<file path="src/inc/usb_otg_pkg.sv">
// Constants, types and helpers for the OTG host session control block.
// What this block does
// - Low-speed bit seven makes transfers signal slowly.
// - NAK answers are retried forever unless disabled.
// - Token write launches the token and data.
// - Completion returns descriptor and raises done flag.
// - Retry disabled: handshake or error into PID.
// - SE0 over 2.5 us flags detach.
// - Clearing VBUS power-on stops powering VBUS.
// - Falling below session end raises session-end flag.
// - Discharge bit drains VBUS through a resistor.
// - VBUS pulse bit; VBUS unwatched while pulsing.
// - Session-valid flag tells B-device to reconnect.
// - Detach and attach flags steer role swap.
// - Role return uses pull-ups, idle and reset.
// - Comparator disable and pin-set select bits.
// - Two-pin comparator inputs decoded to bus level.
// - Three-pin comparator inputs decoded to bus level.
// - OTG enable gives software the pull controls.
package usb_otg_pkg;

	// Register byte offsets
	localparam logic [7:0] OFS_IRQ_STATUS  = 8'h00;
	localparam logic [7:0] OFS_OTG_IRQ     = 8'h02;
	localparam logic [7:0] OFS_OTG_CTRL    = 8'h04;
	localparam logic [7:0] OFS_MODULE_CTRL = 8'h06;
	localparam logic [7:0] OFS_EP0_CTRL    = 8'h08;
	localparam logic [7:0] OFS_TARGET_ADDR = 8'h0A;
	localparam logic [7:0] OFS_TOKEN       = 8'h0C;
	localparam logic [7:0] OFS_CONFIG_TWO  = 8'h0E;
	localparam logic [7:0] OFS_BD_STATUS   = 8'h10;
	localparam logic [7:0] OFS_BDT_PAGE    = 8'h12;
	localparam logic [7:0] OFS_FRAME_LOW   = 8'h14;
	localparam logic [7:0] OFS_FRAME_HIGH  = 8'h16;
	localparam logic [7:0] OFS_PWM_RATIO   = 8'h18;
	localparam logic [7:0] OFS_OTG_STATUS  = 8'h1A;

	// Field positions
	localparam int IRQ_DETACH_BIT   = 0;
	localparam int IRQ_DONE_BIT     = 3;
	localparam int IRQ_ATTACH_BIT   = 6;
	localparam int OTGI_SESEND_BIT  = 2;
	localparam int OTGI_SESVLD_BIT  = 3;
	localparam int OC_DP_UP_BIT     = 7;
	localparam int OC_DM_UP_BIT     = 6;
	localparam int OC_DP_DN_BIT     = 5;
	localparam int OC_DM_DN_BIT     = 4;
	localparam int OC_VBUS_ON_BIT   = 3;
	localparam int OC_OTG_EN_BIT    = 2;
	localparam int OC_DISCHARGE_BIT = 0;
	localparam int MC_HOST_EN_BIT   = 3;
	localparam int MC_MOD_EN_BIT    = 0;
	localparam int EP_LOW_SPEED_BIT = 7;
	localparam int EP_RETRY_DIS_BIT = 6;
	localparam int EP_TX_EN_BIT     = 2;
	localparam int C2_PULSE_BIT     = 4;
	localparam int C2_CMP_OFF_BIT   = 1;
	localparam int C2_PIN_SEL_BIT   = 5;
	localparam int BD_OWN_BIT       = 15;
	localparam int BD_PID_LSB       = 10;

	// Reset values
	localparam logic [7:0]  RST_BYTE = 8'h00;
	localparam logic [15:0] RST_WORD = 16'h0000;

	// Handshake codes
	localparam logic [3:0] PID_NAK   = 4'hA;
	localparam logic [3:0] PID_ERROR = 4'hF;

	// Timing
	localparam int CLK_PERIOD_PS   = 5000;
	localparam int DETACH_TIME_NS  = 2500;
	localparam int DETACH_CYCLES   = (DETACH_TIME_NS * 1000 + CLK_PERIOD_PS - 1) / CLK_PERIOD_PS;
	localparam logic [9:0] DETACH_COUNT = 10'(DETACH_CYCLES);

	// VBUS levels
	typedef enum logic [1:0] {
		VB_BELOW_END = 2'h0,
		VB_END_TO_VALID = 2'h1,
		VB_VALID_TO_VBUS = 2'h2,
		VB_ABOVE_VBUS = 2'h3
	} vbus_level_t;

	// One-hot transfer states
	typedef enum logic [2:0] {
		ST_IDLE  = 3'h1,
		ST_WAIT  = 3'h2,
		ST_RETRY = 3'h4
	} tx_state_t;

	// Token handed to the line engine
	typedef struct packed {
		logic [3:0] pid;
		logic [3:0] endpoint;
		logic [6:0] address;
		logic       low_speed;
		logic [6:0] byte_count;
	} tx_token_t;

	// Sticky flag update; a set in the clear cycle wins
	function automatic logic [7:0] f_flags(input logic [7:0] cur, input logic [7:0] set, input logic [7:0] clr);
		return (cur & ~clr) | set;
	endfunction : f_flags

endpackage : usb_otg_pkg

</file>
<file path="src/verilog/usb_otg_host_session_control.sv">
// OTG host transfer, session control and VBUS comparator decode logic.
//
// Chosen here: the address map and the address-and-strobe port.
`timescale 1ns/1ps
module usb_otg_host_session_control
	import usb_otg_pkg::*;
#(
	parameter int ADDR_W = 8
) (
	// Clock and reset
	input  wire logic              i_ref_clk,
	input  wire logic              i_resetn,
	// Register port
	input  wire logic [ADDR_W-1:0] i_addr,
	input  wire logic [15:0]       i_wr_data,
	input  wire logic              i_wr_en,
	input  wire logic              i_rd_en,
	output logic      [15:0]       o_rd_data,
	// Line engine
	output logic                   o_tx_req,
	output tx_token_t              o_tx_token,
	input  wire logic              i_hs_valid,
	input  wire logic [3:0]        i_hs_pid,
	input  wire logic              i_hs_error,
	// Line state
	input  wire logic              i_line_dp,
	input  wire logic              i_line_dm,
	input  wire logic [10:0]       i_frame_count,
	// VBUS comparators
	input  wire logic              i_int_vbus_valid,
	input  wire logic              i_int_session_valid,
	input  wire logic              i_int_session_end,
	input  wire logic              i_comparator_state_one,
	input  wire logic              i_comparator_state_two,
	input  wire logic              i_vbus_valid_input,
	input  wire logic              i_session_valid_input,
	input  wire logic              i_session_end_input,
	// Analog controls
	output logic                   o_dp_pullup,
	output logic                   o_dm_pullup,
	output logic                   o_dp_pulldown,
	output logic                   o_dm_pulldown,
	output logic                   o_vbus_power_on,
	output logic                   o_vbus_discharge,
	output logic                   o_vbus_pulse,
	output logic                   o_internal_cmp_off
);

	// Narrow buses cannot reach every register
	if (ADDR_W < 5) begin : g_addr_check
		$error("ADDR_W must be at least 5");
	end

	// Reset release through two flops
	logic rst_meta;
	logic rst_n;
	always_ff @(posedge i_ref_clk or negedge i_resetn) begin
		if (!i_resetn) begin
			rst_meta <= 1'b0;
			rst_n    <= 1'b0;
		end else begin
			rst_meta <= 1'b1;
			rst_n    <= rst_meta;
		end
	end

	// Registers
	logic [7:0]  irq_status;
	logic [7:0]  otg_irq;
	logic [7:0]  otg_control_register;
	logic [7:0]  module_ctrl;
	logic [7:0]  endpoint_zero_control;
	logic [7:0]  target_address_register;
	logic [7:0]  token_command_register;
	logic [7:0]  configuration_register_two;
	logic [15:0] bd_status;
	logic [15:0] descriptor_table_page;
	logic [15:0] vbus_boost_pwm_ratio;
	tx_state_t   state;

	// Decoded strobes
	logic [7:0] waddr;
	logic       wr_token;
	logic       token_taken;
	logic       busy;
	assign waddr       = 8'(i_addr);
	assign busy        = (state != ST_IDLE);
	assign wr_token    = i_wr_en && (waddr == OFS_TOKEN);
	assign token_taken = wr_token && !busy && endpoint_zero_control[EP_TX_EN_BIT];

	// Handshake outcome
	logic hs_in_wait;
	logic nak_retry;
	logic finish;
	assign hs_in_wait = (state == ST_WAIT) && i_hs_valid;
	assign nak_retry  = hs_in_wait && !i_hs_error && (i_hs_pid == PID_NAK)
	                    && !endpoint_zero_control[EP_RETRY_DIS_BIT];
	assign finish     = hs_in_wait && !nak_retry;

	// Plain software registers
	always_ff @(posedge i_ref_clk or negedge rst_n) begin
		if (!rst_n) begin
			otg_control_register       <= RST_BYTE;
			module_ctrl                <= RST_BYTE;
			endpoint_zero_control      <= RST_BYTE;
			target_address_register    <= RST_BYTE;
			configuration_register_two <= RST_BYTE;
			descriptor_table_page      <= RST_WORD;
			vbus_boost_pwm_ratio       <= RST_WORD;
		end else if (i_wr_en) begin
			case (waddr)
				OFS_OTG_CTRL:    otg_control_register       <= i_wr_data[7:0];
				OFS_MODULE_CTRL: module_ctrl                <= i_wr_data[7:0];
				OFS_EP0_CTRL:    endpoint_zero_control      <= i_wr_data[7:0];
				OFS_TARGET_ADDR: target_address_register    <= i_wr_data[7:0];
				OFS_CONFIG_TWO:  configuration_register_two <= i_wr_data[7:0];
				// Page is word aligned, so bit 0 stays zero
				OFS_BDT_PAGE:    descriptor_table_page      <= {8'h00, i_wr_data[7:1], 1'b0};
				OFS_PWM_RATIO:   vbus_boost_pwm_ratio       <= i_wr_data;
				default: begin
				end
			endcase
		end
	end

	// Token register keeps the last accepted token only
	always_ff @(posedge i_ref_clk or negedge rst_n) begin
		if (!rst_n) begin
			token_command_register <= RST_BYTE;
		end else if (token_taken) begin
			token_command_register <= i_wr_data[7:0];
		end
	end

	// Descriptor status: software fills it, hardware returns it
	always_ff @(posedge i_ref_clk or negedge rst_n) begin
		if (!rst_n) begin
			bd_status <= RST_WORD;
		end else if (finish) begin
			bd_status[BD_OWN_BIT] <= 1'b0;
			if (endpoint_zero_control[EP_RETRY_DIS_BIT]) begin
				bd_status[BD_PID_LSB +: 4] <= i_hs_error ? PID_ERROR : i_hs_pid;
			end
		end else if (i_wr_en && (waddr == OFS_BD_STATUS) && !busy) begin
			// Writes while the engine owns it would corrupt the transfer
			bd_status <= i_wr_data;
		end
	end

	// Transfer engine
	always_ff @(posedge i_ref_clk or negedge rst_n) begin
		if (!rst_n) begin
			state      <= ST_IDLE;
			o_tx_req   <= 1'b0;
			o_tx_token <= '0;
		end else begin
			case (state)
				ST_IDLE: begin
					if (token_taken) begin
						state                 <= ST_WAIT;
						o_tx_req              <= 1'b1;
						o_tx_token.pid        <= i_wr_data[7:4];
						o_tx_token.endpoint   <= i_wr_data[3:0];
						o_tx_token.address    <= target_address_register[6:0];
						o_tx_token.low_speed  <= endpoint_zero_control[EP_LOW_SPEED_BIT];
						o_tx_token.byte_count <= bd_status[6:0];
					end
				end
				ST_WAIT: begin
					if (nak_retry) begin
						state    <= ST_RETRY;
						o_tx_req <= 1'b0;
					end else if (finish) begin
						state    <= ST_IDLE;
						o_tx_req <= 1'b0;
					end
				end
				ST_RETRY: begin
					// One idle cycle lets the engine see a fresh request
					state    <= ST_WAIT;
					o_tx_req <= 1'b1;
				end
				default: begin
					state    <= ST_IDLE;
					o_tx_req <= 1'b0;
				end
			endcase
		end
	end

	// Line state watch for detach and attach
	logic       se0;
	logic       se0_prev;
	logic [9:0] se0_cnt;
	logic       detach_evt;
	assign se0        = !i_line_dp && !i_line_dm;
	assign detach_evt = se0 && (se0_cnt == DETACH_COUNT - 10'h001);
	always_ff @(posedge i_ref_clk or negedge rst_n) begin
		if (!rst_n) begin
			se0_cnt  <= 10'h000;
			se0_prev <= 1'b0;
		end else begin
			se0_prev <= se0;
			if (!se0) begin
				se0_cnt <= 10'h000;
			end else if (se0_cnt != DETACH_COUNT) begin
				se0_cnt <= se0_cnt + 10'h001;
			end
		end
	end

	// VBUS level decode from the chosen comparator source
	vbus_level_t level_next;
	vbus_level_t level;
	logic [2:0]  three_pin;
	assign three_pin = {i_vbus_valid_input, i_session_valid_input, i_session_end_input};
	always_comb begin
		level_next = level;
		if (!configuration_register_two[C2_CMP_OFF_BIT]) begin
			if (i_int_vbus_valid) begin
				level_next = VB_ABOVE_VBUS;
			end else if (i_int_session_valid) begin
				level_next = VB_VALID_TO_VBUS;
			end else if (i_int_session_end) begin
				level_next = VB_BELOW_END;
			end else begin
				level_next = VB_END_TO_VALID;
			end
		end else if (!configuration_register_two[C2_PIN_SEL_BIT]) begin
			case ({i_comparator_state_one, i_comparator_state_two})
				2'h0: level_next = VB_BELOW_END;
				2'h2: level_next = VB_END_TO_VALID;
				2'h1: level_next = VB_VALID_TO_VBUS;
				default: level_next = VB_ABOVE_VBUS;
			endcase
		end else begin
			case (three_pin)
				3'h1: level_next = VB_BELOW_END;
				3'h0: level_next = VB_END_TO_VALID;
				3'h2: level_next = VB_VALID_TO_VBUS;
				3'h6: level_next = VB_ABOVE_VBUS;
				// Illegal patterns keep the last good level
				default: level_next = level;
			endcase
		end
	end

	logic sess_valid;
	assign sess_valid = (level == VB_VALID_TO_VBUS) || (level == VB_ABOVE_VBUS);
	always_ff @(posedge i_ref_clk or negedge rst_n) begin
		if (!rst_n) begin
			level <= VB_BELOW_END;
		end else begin
			level <= level_next;
		end
	end

	// Flag events
	logic [7:0] irq_set;
	logic [7:0] otg_set;
	logic [7:0] irq_clr;
	logic [7:0] otg_clr;
	logic       pulsing;
	assign pulsing = configuration_register_two[C2_PULSE_BIT];
	always_comb begin
		irq_set                 = 8'h00;
		otg_set                 = 8'h00;
		irq_set[IRQ_DETACH_BIT] = detach_evt;
		irq_set[IRQ_DONE_BIT]   = finish;
		irq_set[IRQ_ATTACH_BIT] = se0_prev && !se0;
		// VBUS is ignored while software pulses it
		otg_set[OTGI_SESEND_BIT] = !pulsing && (level_next == VB_BELOW_END)
		                           && (level != VB_BELOW_END);
		otg_set[OTGI_SESVLD_BIT] = !pulsing && !sess_valid
		                           && (level_next inside {VB_VALID_TO_VBUS, VB_ABOVE_VBUS});
	end
	assign irq_clr = (i_wr_en && (waddr == OFS_IRQ_STATUS)) ? i_wr_data[7:0] : 8'h00;
	assign otg_clr = (i_wr_en && (waddr == OFS_OTG_IRQ)) ? i_wr_data[7:0] : 8'h00;

	// Write-one-to-clear flags
	always_ff @(posedge i_ref_clk or negedge rst_n) begin
		if (!rst_n) begin
			irq_status <= RST_BYTE;
			otg_irq    <= RST_BYTE;
		end else begin
			irq_status <= f_flags(irq_status, irq_set, irq_clr);
			otg_irq    <= f_flags(otg_irq, otg_set, otg_clr);
		end
	end

	// Pull resistor and VBUS drives
	logic host_en;
	logic mod_en;
	assign host_en = module_ctrl[MC_HOST_EN_BIT];
	assign mod_en  = module_ctrl[MC_MOD_EN_BIT];
	always_ff @(posedge i_ref_clk or negedge rst_n) begin
		if (!rst_n) begin
			o_dp_pullup   <= 1'b0;
			o_dm_pullup   <= 1'b0;
			o_dp_pulldown <= 1'b0;
			o_dm_pulldown <= 1'b0;
		end else if (otg_control_register[OC_OTG_EN_BIT]) begin
			o_dp_pullup   <= otg_control_register[OC_DP_UP_BIT];
			o_dm_pullup   <= otg_control_register[OC_DM_UP_BIT];
			o_dp_pulldown <= otg_control_register[OC_DP_DN_BIT];
			o_dm_pulldown <= otg_control_register[OC_DM_DN_BIT];
		end else begin
			// Hardware picks host pull-downs or a full-speed pull-up
			o_dp_pullup   <= mod_en && !host_en;
			o_dm_pullup   <= 1'b0;
			o_dp_pulldown <= host_en;
			o_dm_pulldown <= host_en;
		end
	end

	always_ff @(posedge i_ref_clk or negedge rst_n) begin
		if (!rst_n) begin
			o_vbus_power_on    <= 1'b0;
			o_vbus_discharge   <= 1'b0;
			o_vbus_pulse       <= 1'b0;
			o_internal_cmp_off <= 1'b0;
		end else begin
			o_vbus_power_on    <= otg_control_register[OC_VBUS_ON_BIT];
			o_vbus_discharge   <= otg_control_register[OC_DISCHARGE_BIT];
			o_vbus_pulse       <= pulsing;
			o_internal_cmp_off <= configuration_register_two[C2_CMP_OFF_BIT];
		end
	end

	// Read data, valid only in the cycle after the strobe
	logic [15:0] rd_mux;
	always_comb begin
		case (waddr)
			OFS_IRQ_STATUS:  rd_mux = {8'h00, irq_status};
			OFS_OTG_IRQ:     rd_mux = {8'h00, otg_irq};
			OFS_OTG_CTRL:    rd_mux = {8'h00, otg_control_register};
			OFS_MODULE_CTRL: rd_mux = {8'h00, module_ctrl};
			OFS_EP0_CTRL:    rd_mux = {8'h00, endpoint_zero_control};
			OFS_TARGET_ADDR: rd_mux = {8'h00, target_address_register};
			OFS_TOKEN:       rd_mux = {8'h00, token_command_register};
			OFS_CONFIG_TWO:  rd_mux = {8'h00, configuration_register_two};
			OFS_BD_STATUS:   rd_mux = bd_status;
			OFS_BDT_PAGE:    rd_mux = descriptor_table_page;
			OFS_FRAME_LOW:   rd_mux = {8'h00, i_frame_count[7:0]};
			OFS_FRAME_HIGH:  rd_mux = {13'h0000, i_frame_count[10:8]};
			OFS_PWM_RATIO:   rd_mux = vbus_boost_pwm_ratio;
			OFS_OTG_STATUS:  rd_mux = {12'h000, sess_valid, level == VB_BELOW_END, 1'b0, level == VB_ABOVE_VBUS};
			default:         rd_mux = 16'h0000;
		endcase
	end

	always_ff @(posedge i_ref_clk or negedge rst_n) begin
		if (!rst_n) begin
			o_rd_data <= 16'h0000;
		end else begin
			o_rd_data <= i_rd_en ? rd_mux : 16'h0000;
		end
	end
endmodule : usb_otg_host_session_control

</file>
<file path="config.mk">
export PLATFORM = sky130hd
export DESIGN_NAME = usb_otg_host_session_control
export DESIGN_NICKNAME = d
export VERILOG_FILES = /design/src/inc/usb_otg_pkg.sv /design/src/verilog/usb_otg_host_session_control.sv
export SDC_FILE = /design/constraint.sdc
export NUM_CORES = 1
export LEC_CHECK = 0
export ABC_AREA = 1
export BUFFER_PORTS_ARGS = -buffer_cell sky130_fd_sc_hd__buf_2
export CELL_PAD_IN_SITES_DETAIL_PLACEMENT = 0
export CELL_PAD_IN_SITES_GLOBAL_PLACEMENT = 2
export CORE_MARGIN = 5
export CORE_UTILIZATION = 37
export DETAILED_ROUTE_END_ITERATION = 10
export PLACE_DENSITY_LB_ADDON = 0.25
export SYNTH_ARGS = -nofsm -noshare
export SYNTH_HDL_FRONTEND = slang
export SYNTH_SLANG_ARGS = --single-unit
</file>
<file path="constraint.sdc">
create_clock -name i_ref_clk -period 10.25 [get_ports i_ref_clk]
set_input_delay 0.5125 -clock i_ref_clk [delete_from_list [all_inputs] [get_ports i_ref_clk]]
set_output_delay 0.5125 -clock i_ref_clk [all_outputs]
set_load 0.005 [all_outputs]
</file>
# Yosys cells after proc, flatten, opt, wreduce, memory -nomap -nowiden
# Cells that the tools add are included.
[word_totals]
ff_bits = 169
in_bits = 55
output_inout_bits = 48
wordCells = 155
[classes]
n_addsub = 1
eq_ne = 33
mux = 30
bitwise = 7
reduce_logical = 50
[op_table]
columns = ["operator", "count"]
rows = [
  ["case mux 16 bit (14 select lines)", 1],
  ["== test 8 x 5 -> 1 bit, second input constant", 6],
  ["== test 8 x 4 -> 1 bit, second input constant", 4],
  ["2-to-1 mux 16 bit", 2],
  ["AND reduction 2 bit", 11],
  ["logical AND 1 bit", 20],
  ["2-to-1 mux 10 bit", 2],
  ["bitwise AND 8 bit", 2],
  ["== test 8 x 3 -> 1 bit, second input constant", 2],
  ["2-to-1 mux 8 bit", 2],
  ["inverter 8 bit", 2],
  ["2-to-1 mux 4 bit", 3],
  ["adder 10 x 1 -> 10 bit, second input constant", 1],
  ["== test 10 x 9 -> 1 bit, second input constant", 1],
  ["== test 2 bit, second input constant", 5],
  ["logical NOT 1 bit", 10],
  ["!= test 10 x 9 -> 1 bit, second input constant", 1],
  ["2-to-1 mux 1 bit", 9],
  ["2-to-1 mux 3 bit", 3],
  ["case mux 3 bit (3 select lines)", 1],
  ["== test 8 x 2 -> 1 bit, second input constant", 1],
  ["logical NOT 8 bit", 1],
  ["2-to-1 mux 2 bit", 4],
  ["bitwise OR 8 x 4 -> 8 bit", 1],
  ["other kinds (18)", 26],
]

# Logic depth before layout (Yosys ltp)
[depth]
depth_word = 10
depth_mapped = 11
ltp_nobuf = 10

# Least setup slack after synthesis
# No wires, ideal clock.
[synth_path]
path_type = "in2reg"
from = "in i_wr_en"
to = "reg o_tx_token[18] (netlist name)"
setup_time_ns = 0.131
arrival_time_ns = 1.433
required_time_ns = 10.119
setup_slack_ns = 8.686
path_stages = 7
path_buffers = 2
path_cell_list = "buf_4 inv_1 nor2_1 nand4_4 buf_2 nand2_1 o21ai_1"
[synth_between]
elab_chain_len = 4
[synth_lines]
columns = ["item", "line", "source"]
rows = [
  ["start, declared", "usb_otg_host_session_control.sv:16", "input wire logic i_wr_en,"],
  ["logical AND 1 bit", "usb_otg_host_session_control.sv:88", "assign wr_token = i_wr_en && (waddr == OFS_TOKEN);"],
  ["logical AND 1 bit (2 in a row)", "usb_otg_host_session_control.sv:89", "assign token_taken = wr_token && !busy && endpoint_zero_control[EP_TX_EN_BIT];"],
  ["AND reduction 2 bit (no source line)", "n/a", ""],
  ["end, declared", "usb_otg_host_session_control.sv:21", "output tx_token_t o_tx_token,"],
]
# Every way passes these cells.
# A chain may end at the register's enable or synchronous reset.

# Worst setup path in the final report
[layout_path]
from = "reg state[0]"
to = "reg o_tx_req"
[layout_between]
elab_chain_len = 9
word_cells_on_any_way = 18
classes_between = "6 x eq/ne; 2 x mux; 10 x reduce/logical"
[layout_lines]
columns = ["item", "line", "source"]
rows = [
  ["start, declared", "usb_otg_host_session_control.sv:79", "tx_state_t state;"],
  ["start signal, assigned", "usb_otg_host_session_control.sv:153", "state <= ST_IDLE;"],
  ["start signal, assigned", "usb_otg_host_session_control.sv:160", "state <= ST_WAIT;"],
  ["start signal, assigned", "usb_otg_host_session_control.sv:171", "state <= ST_RETRY;"],
  ["== test 3 x 2 -> 1 bit", "usb_otg_host_session_control.sv:95, usb_otg_host_session_control.sv:157", ""],
  ["logical AND 1 bit", "usb_otg_host_session_control.sv:95", "assign hs_in_wait = (state == ST_WAIT) && i_hs_valid;"],
  ["logical AND 1 bit (2 in a row)", "usb_otg_host_session_control.sv:96", "assign nak_retry = hs_in_wait && !i_hs_error && (i_hs_pid == PID_NAK)"],
  ["logical AND 1 bit", "usb_otg_host_session_control.sv:97", "&& !endpoint_zero_control[EP_RETRY_DIS_BIT];"],
  ["logical NOT 1 bit", "usb_otg_host_session_control.sv:98", "assign finish = hs_in_wait && !nak_retry;"],
  ["logical AND 1 bit", "usb_otg_host_session_control.sv:98", ""],
  ["!= test 3 bit (no source line)", "n/a", ""],
  ["AND reduction 2 bit (no source line)", "n/a", ""],
  ["end signal, assigned", "usb_otg_host_session_control.sv:154", "o_tx_req <= 1'b0;"],
  ["end signal, assigned", "usb_otg_host_session_control.sv:161", "o_tx_req <= 1'b1;"],
  ["end signal, assigned", "usb_otg_host_session_control.sv:172", "o_tx_req <= 1'b0;"],
  ["end, declared", "usb_otg_host_session_control.sv:20", "output logic o_tx_req,"],
]
# Several ways; a longest one is shown, not always the timed one.

==> flow_summary.json <==
{
  "die-width_um": 154,
  "routedWlPerCell_um": 17.1,
  "ys_seq_elements": 169,
  "finalCritPeriodShare_pct": 23.8,
  "fin_util_pct": 44.1,
  "drtIter0Drc": 477,
  "rrSetupSlack_ps": 7810,
  "layout_common_cells": "263 x nand2_1, 167 x dfrtp_1, 102 x buf_2",
  "yosysSeqAreaShare_pct": 55.2,
  "regArea_sq_um": 4230,
  "final_nets": 1062,
  "yosys_warnings": 0,
  "max-vdd-ir-drop_uv": 117,
  "start_util_pct": 37.8,
  "crit_path_end": "o_tx_req$_DFFE_PN0P_",
  "grt_pass1_vias": 5907,
  "coreArea_sq_um": 20300,
  "r2r_start": "state[0]$_DFFE_PN1P_",
  "cts_resized": 0,
  "cts_root_buf": "clkbuf_16",
  "grt_usage_pct": 18.9,
  "leakage_nw": 4.62,
  "holdCritPathClass": "in2reg",
  "grt_max_degree": 67,
  "relSlewSlack_pct": 40.3,
  "worst_clock_skew_ps": 16.3,
  "htreeDepth": 4,
  "numPortBuffers": 102,
  "synth_edf_count": 0,
  "ios": 103,
  "fin_cells": 1288,
  "postSynthAreaPerCell_sq_um": 8.37,
  "finalHoldViolCount": 0,
  "clkLatencyLatePin_ps": 440,
  "cp.arrival_ps": 2770,
  "die_area_sq_um": 23700,
  "dp_hpwl_um": 15500,
  "final_common_cell": "nand2_1",
  "synth_cell_types": 35,
  "dr.pass1.iters": 5,
  "cts_tree": "built",
  "period_minus_slack_ps": 2440,
  "cts_buffers": 17,
  "fillers": 2122,
  "area_growth_syn_to_layout_pct": 16.8,
  "cp-start-kind": "flip-flop",
  "n_antenna_cell": 0,
  "ctsLongestPathBuffers": 2,
  "place.gp.congestion": 0.808,
  "synth_nets": 973,
  "routed_wl_um": 22100,
  "required_ps": 10580,
  "critPathKind": "reg2reg",
  "timing.rr.end": "o_tx_req$_DFFE_PN0P_",
  "syn_area_sq_um": 7670,
  "dr_total_vias": 6214,
  "multi_input_area_sq_um": 2900,
  "finalSetupTns_ps": 0,
  "path_max_fanout": 63,
  "critPathLaunch": "state[0]$_DFFE_PN1P_",
  "viasPerCell": 4.82,
  "synth_cells": 916,
  "synth-main-ff-cell": "dfrtp_1",
  "max_freq_mhz": 410,
  "grt_pass1_wl_um": 34700,
  "antenna_found_initial": 0,
  "max-cap-violations": 0,
  "ant_nets": 0,
  "rsz0062_at_grt": "false",
  "clk_pin_slew_ps": 70,
  "reg2regPathDepth": 7,
  "dp.cells": 1255,
  "cts_setup_buffers": 0,
  "grt_overflow_total": 0,
  "tightest_slew_ps": 893,
  "synth-async-reset-ratio_pct": 100,
  "fp.dieH_um": 154,
  "finalSetupViolCount": 0,
  "status": "finished, final reports clean",
  "rows": 52,
  "critPathCaptureType": "flip-flop",
  "drc_errors": 0,
  "hold_buffers": 1,
  "clock_sinks": 169,
  "slew_viol_final": 0,
  "p_per_area_nw_per_um2": 167,
  "drive_gt1_share_pct": 17.2
}
[registers in the layout, indices dropped and copies added (netlist names), 2 cells and up]
register,flops
module_ctrl,8
se0_cnt,10
level,2
bd_status,16
configuration_register_two,8
o_rd_data,16
otg_irq,8
state,3
vbus_boost_pwm_ratio,16
target_address_register,8
descriptor_table_page,7
otg_control_register,8
irq_status,8
endpoint_zero_control,8
token_command_register,8
o_tx_token,23
[kinds of logic (layout without fill, tap and decap cells)]
family | count (synthesis) | in the layout | share of synthesized area, %
flip-flops | 169 | 169 | 55.2
adder cells (fa/ha/maj) | 2 | 2 | 0.326
buffers and inverters | 123 | 225 | 7.02
AO/OA/AOI/OAI | 158 | 158 | 10.8
multiplexers | 4 | 4 | 0.587
other | 1 | 1 | 0.0489
XOR/XNOR | 1 | 1 | 0.114
AND/OR/NAND/NOR | 458 | 458 | 25.9
[worst min-delay path by stage]
stage                     startpoint            endpoint  slack, ps  depth (start not counted)
after global routing       i_line_dm  se0_prev$_DFF_PN0_        280                          2
after detailed placement    i_resetn  rst_meta$_DFF_PN0_        300                          1
after floorplan             i_resetn  rst_meta$_DFF_PN0_        220                          0
final                      i_line_dp  se0_prev$_DFF_PN0_        280                          2
after global placement      i_resetn  rst_meta$_DFF_PN0_        300                          1
after CTS                  i_line_dp  se0_prev$_DFF_PN0_        270                          2
[where the power goes]
part | internal [mW] | switching, mW
sequential | 0.695 | 0.0214
clock | 0.390 | 0.290
combinational | 0.0323 | 0.0693
total | 1.12 | 0.381
[cell type report]
class                      count  share of cell area (%)
sequential                   169                    47.3
inverter                      86                    3.60
tap                          270                    3.77
multi-input combinational    624                    32.4
clock inverter                14                    2.03
clock buffer                  18                    4.79
timing repair buffer         107                    6.15
[per-stage QoR]
step                hold slack [ps]  worst slack (ps)  total power [mW]  instance area (sq um)
global route                    279              7560              1.56                   8960
global placement                299              7440             0.831                   8340
finish                          281              7810              1.50                   8960
CTS                             270              7800              1.51                   8960
detailed placement              301              7420             0.832                   8340
floorplan                       217              5190             0.786                   7670
[layer usage]
metal	part of all wire (%)	GRT usage [%]
met3	4.0	3.18
met2	44	28.3
met5	0	0
met1	50	28.3
met4	1.5	5.42
[synthesized netlist by cell type, types with 7 or more instances]
cell type	n	area share (%)
dfrtp_1	168	55
nor2_4	9	1.3
inv_1	81	4.0
nand2_1	263	13
clkbuf_1	8	0.39
o21ai_0	82	5.4
buf_2	15	0.98
a21oi_1	14	0.91
o21a_1	7	0.69
o21ai_1	48	3.1
buf_4	11	1.1
nand3_1	85	5.5
nor2_1	77	3.8
[critical path: stages, from the launching register on]
cell	delay, ps
dfstp_2	530
nand3_1	180
nor2_1	310
nand4_4	730
nand2_1	360
nand2_1	90
nand2_1	70
nand2_1	50
No activity file was read; power rests on OpenSTA's default activity.
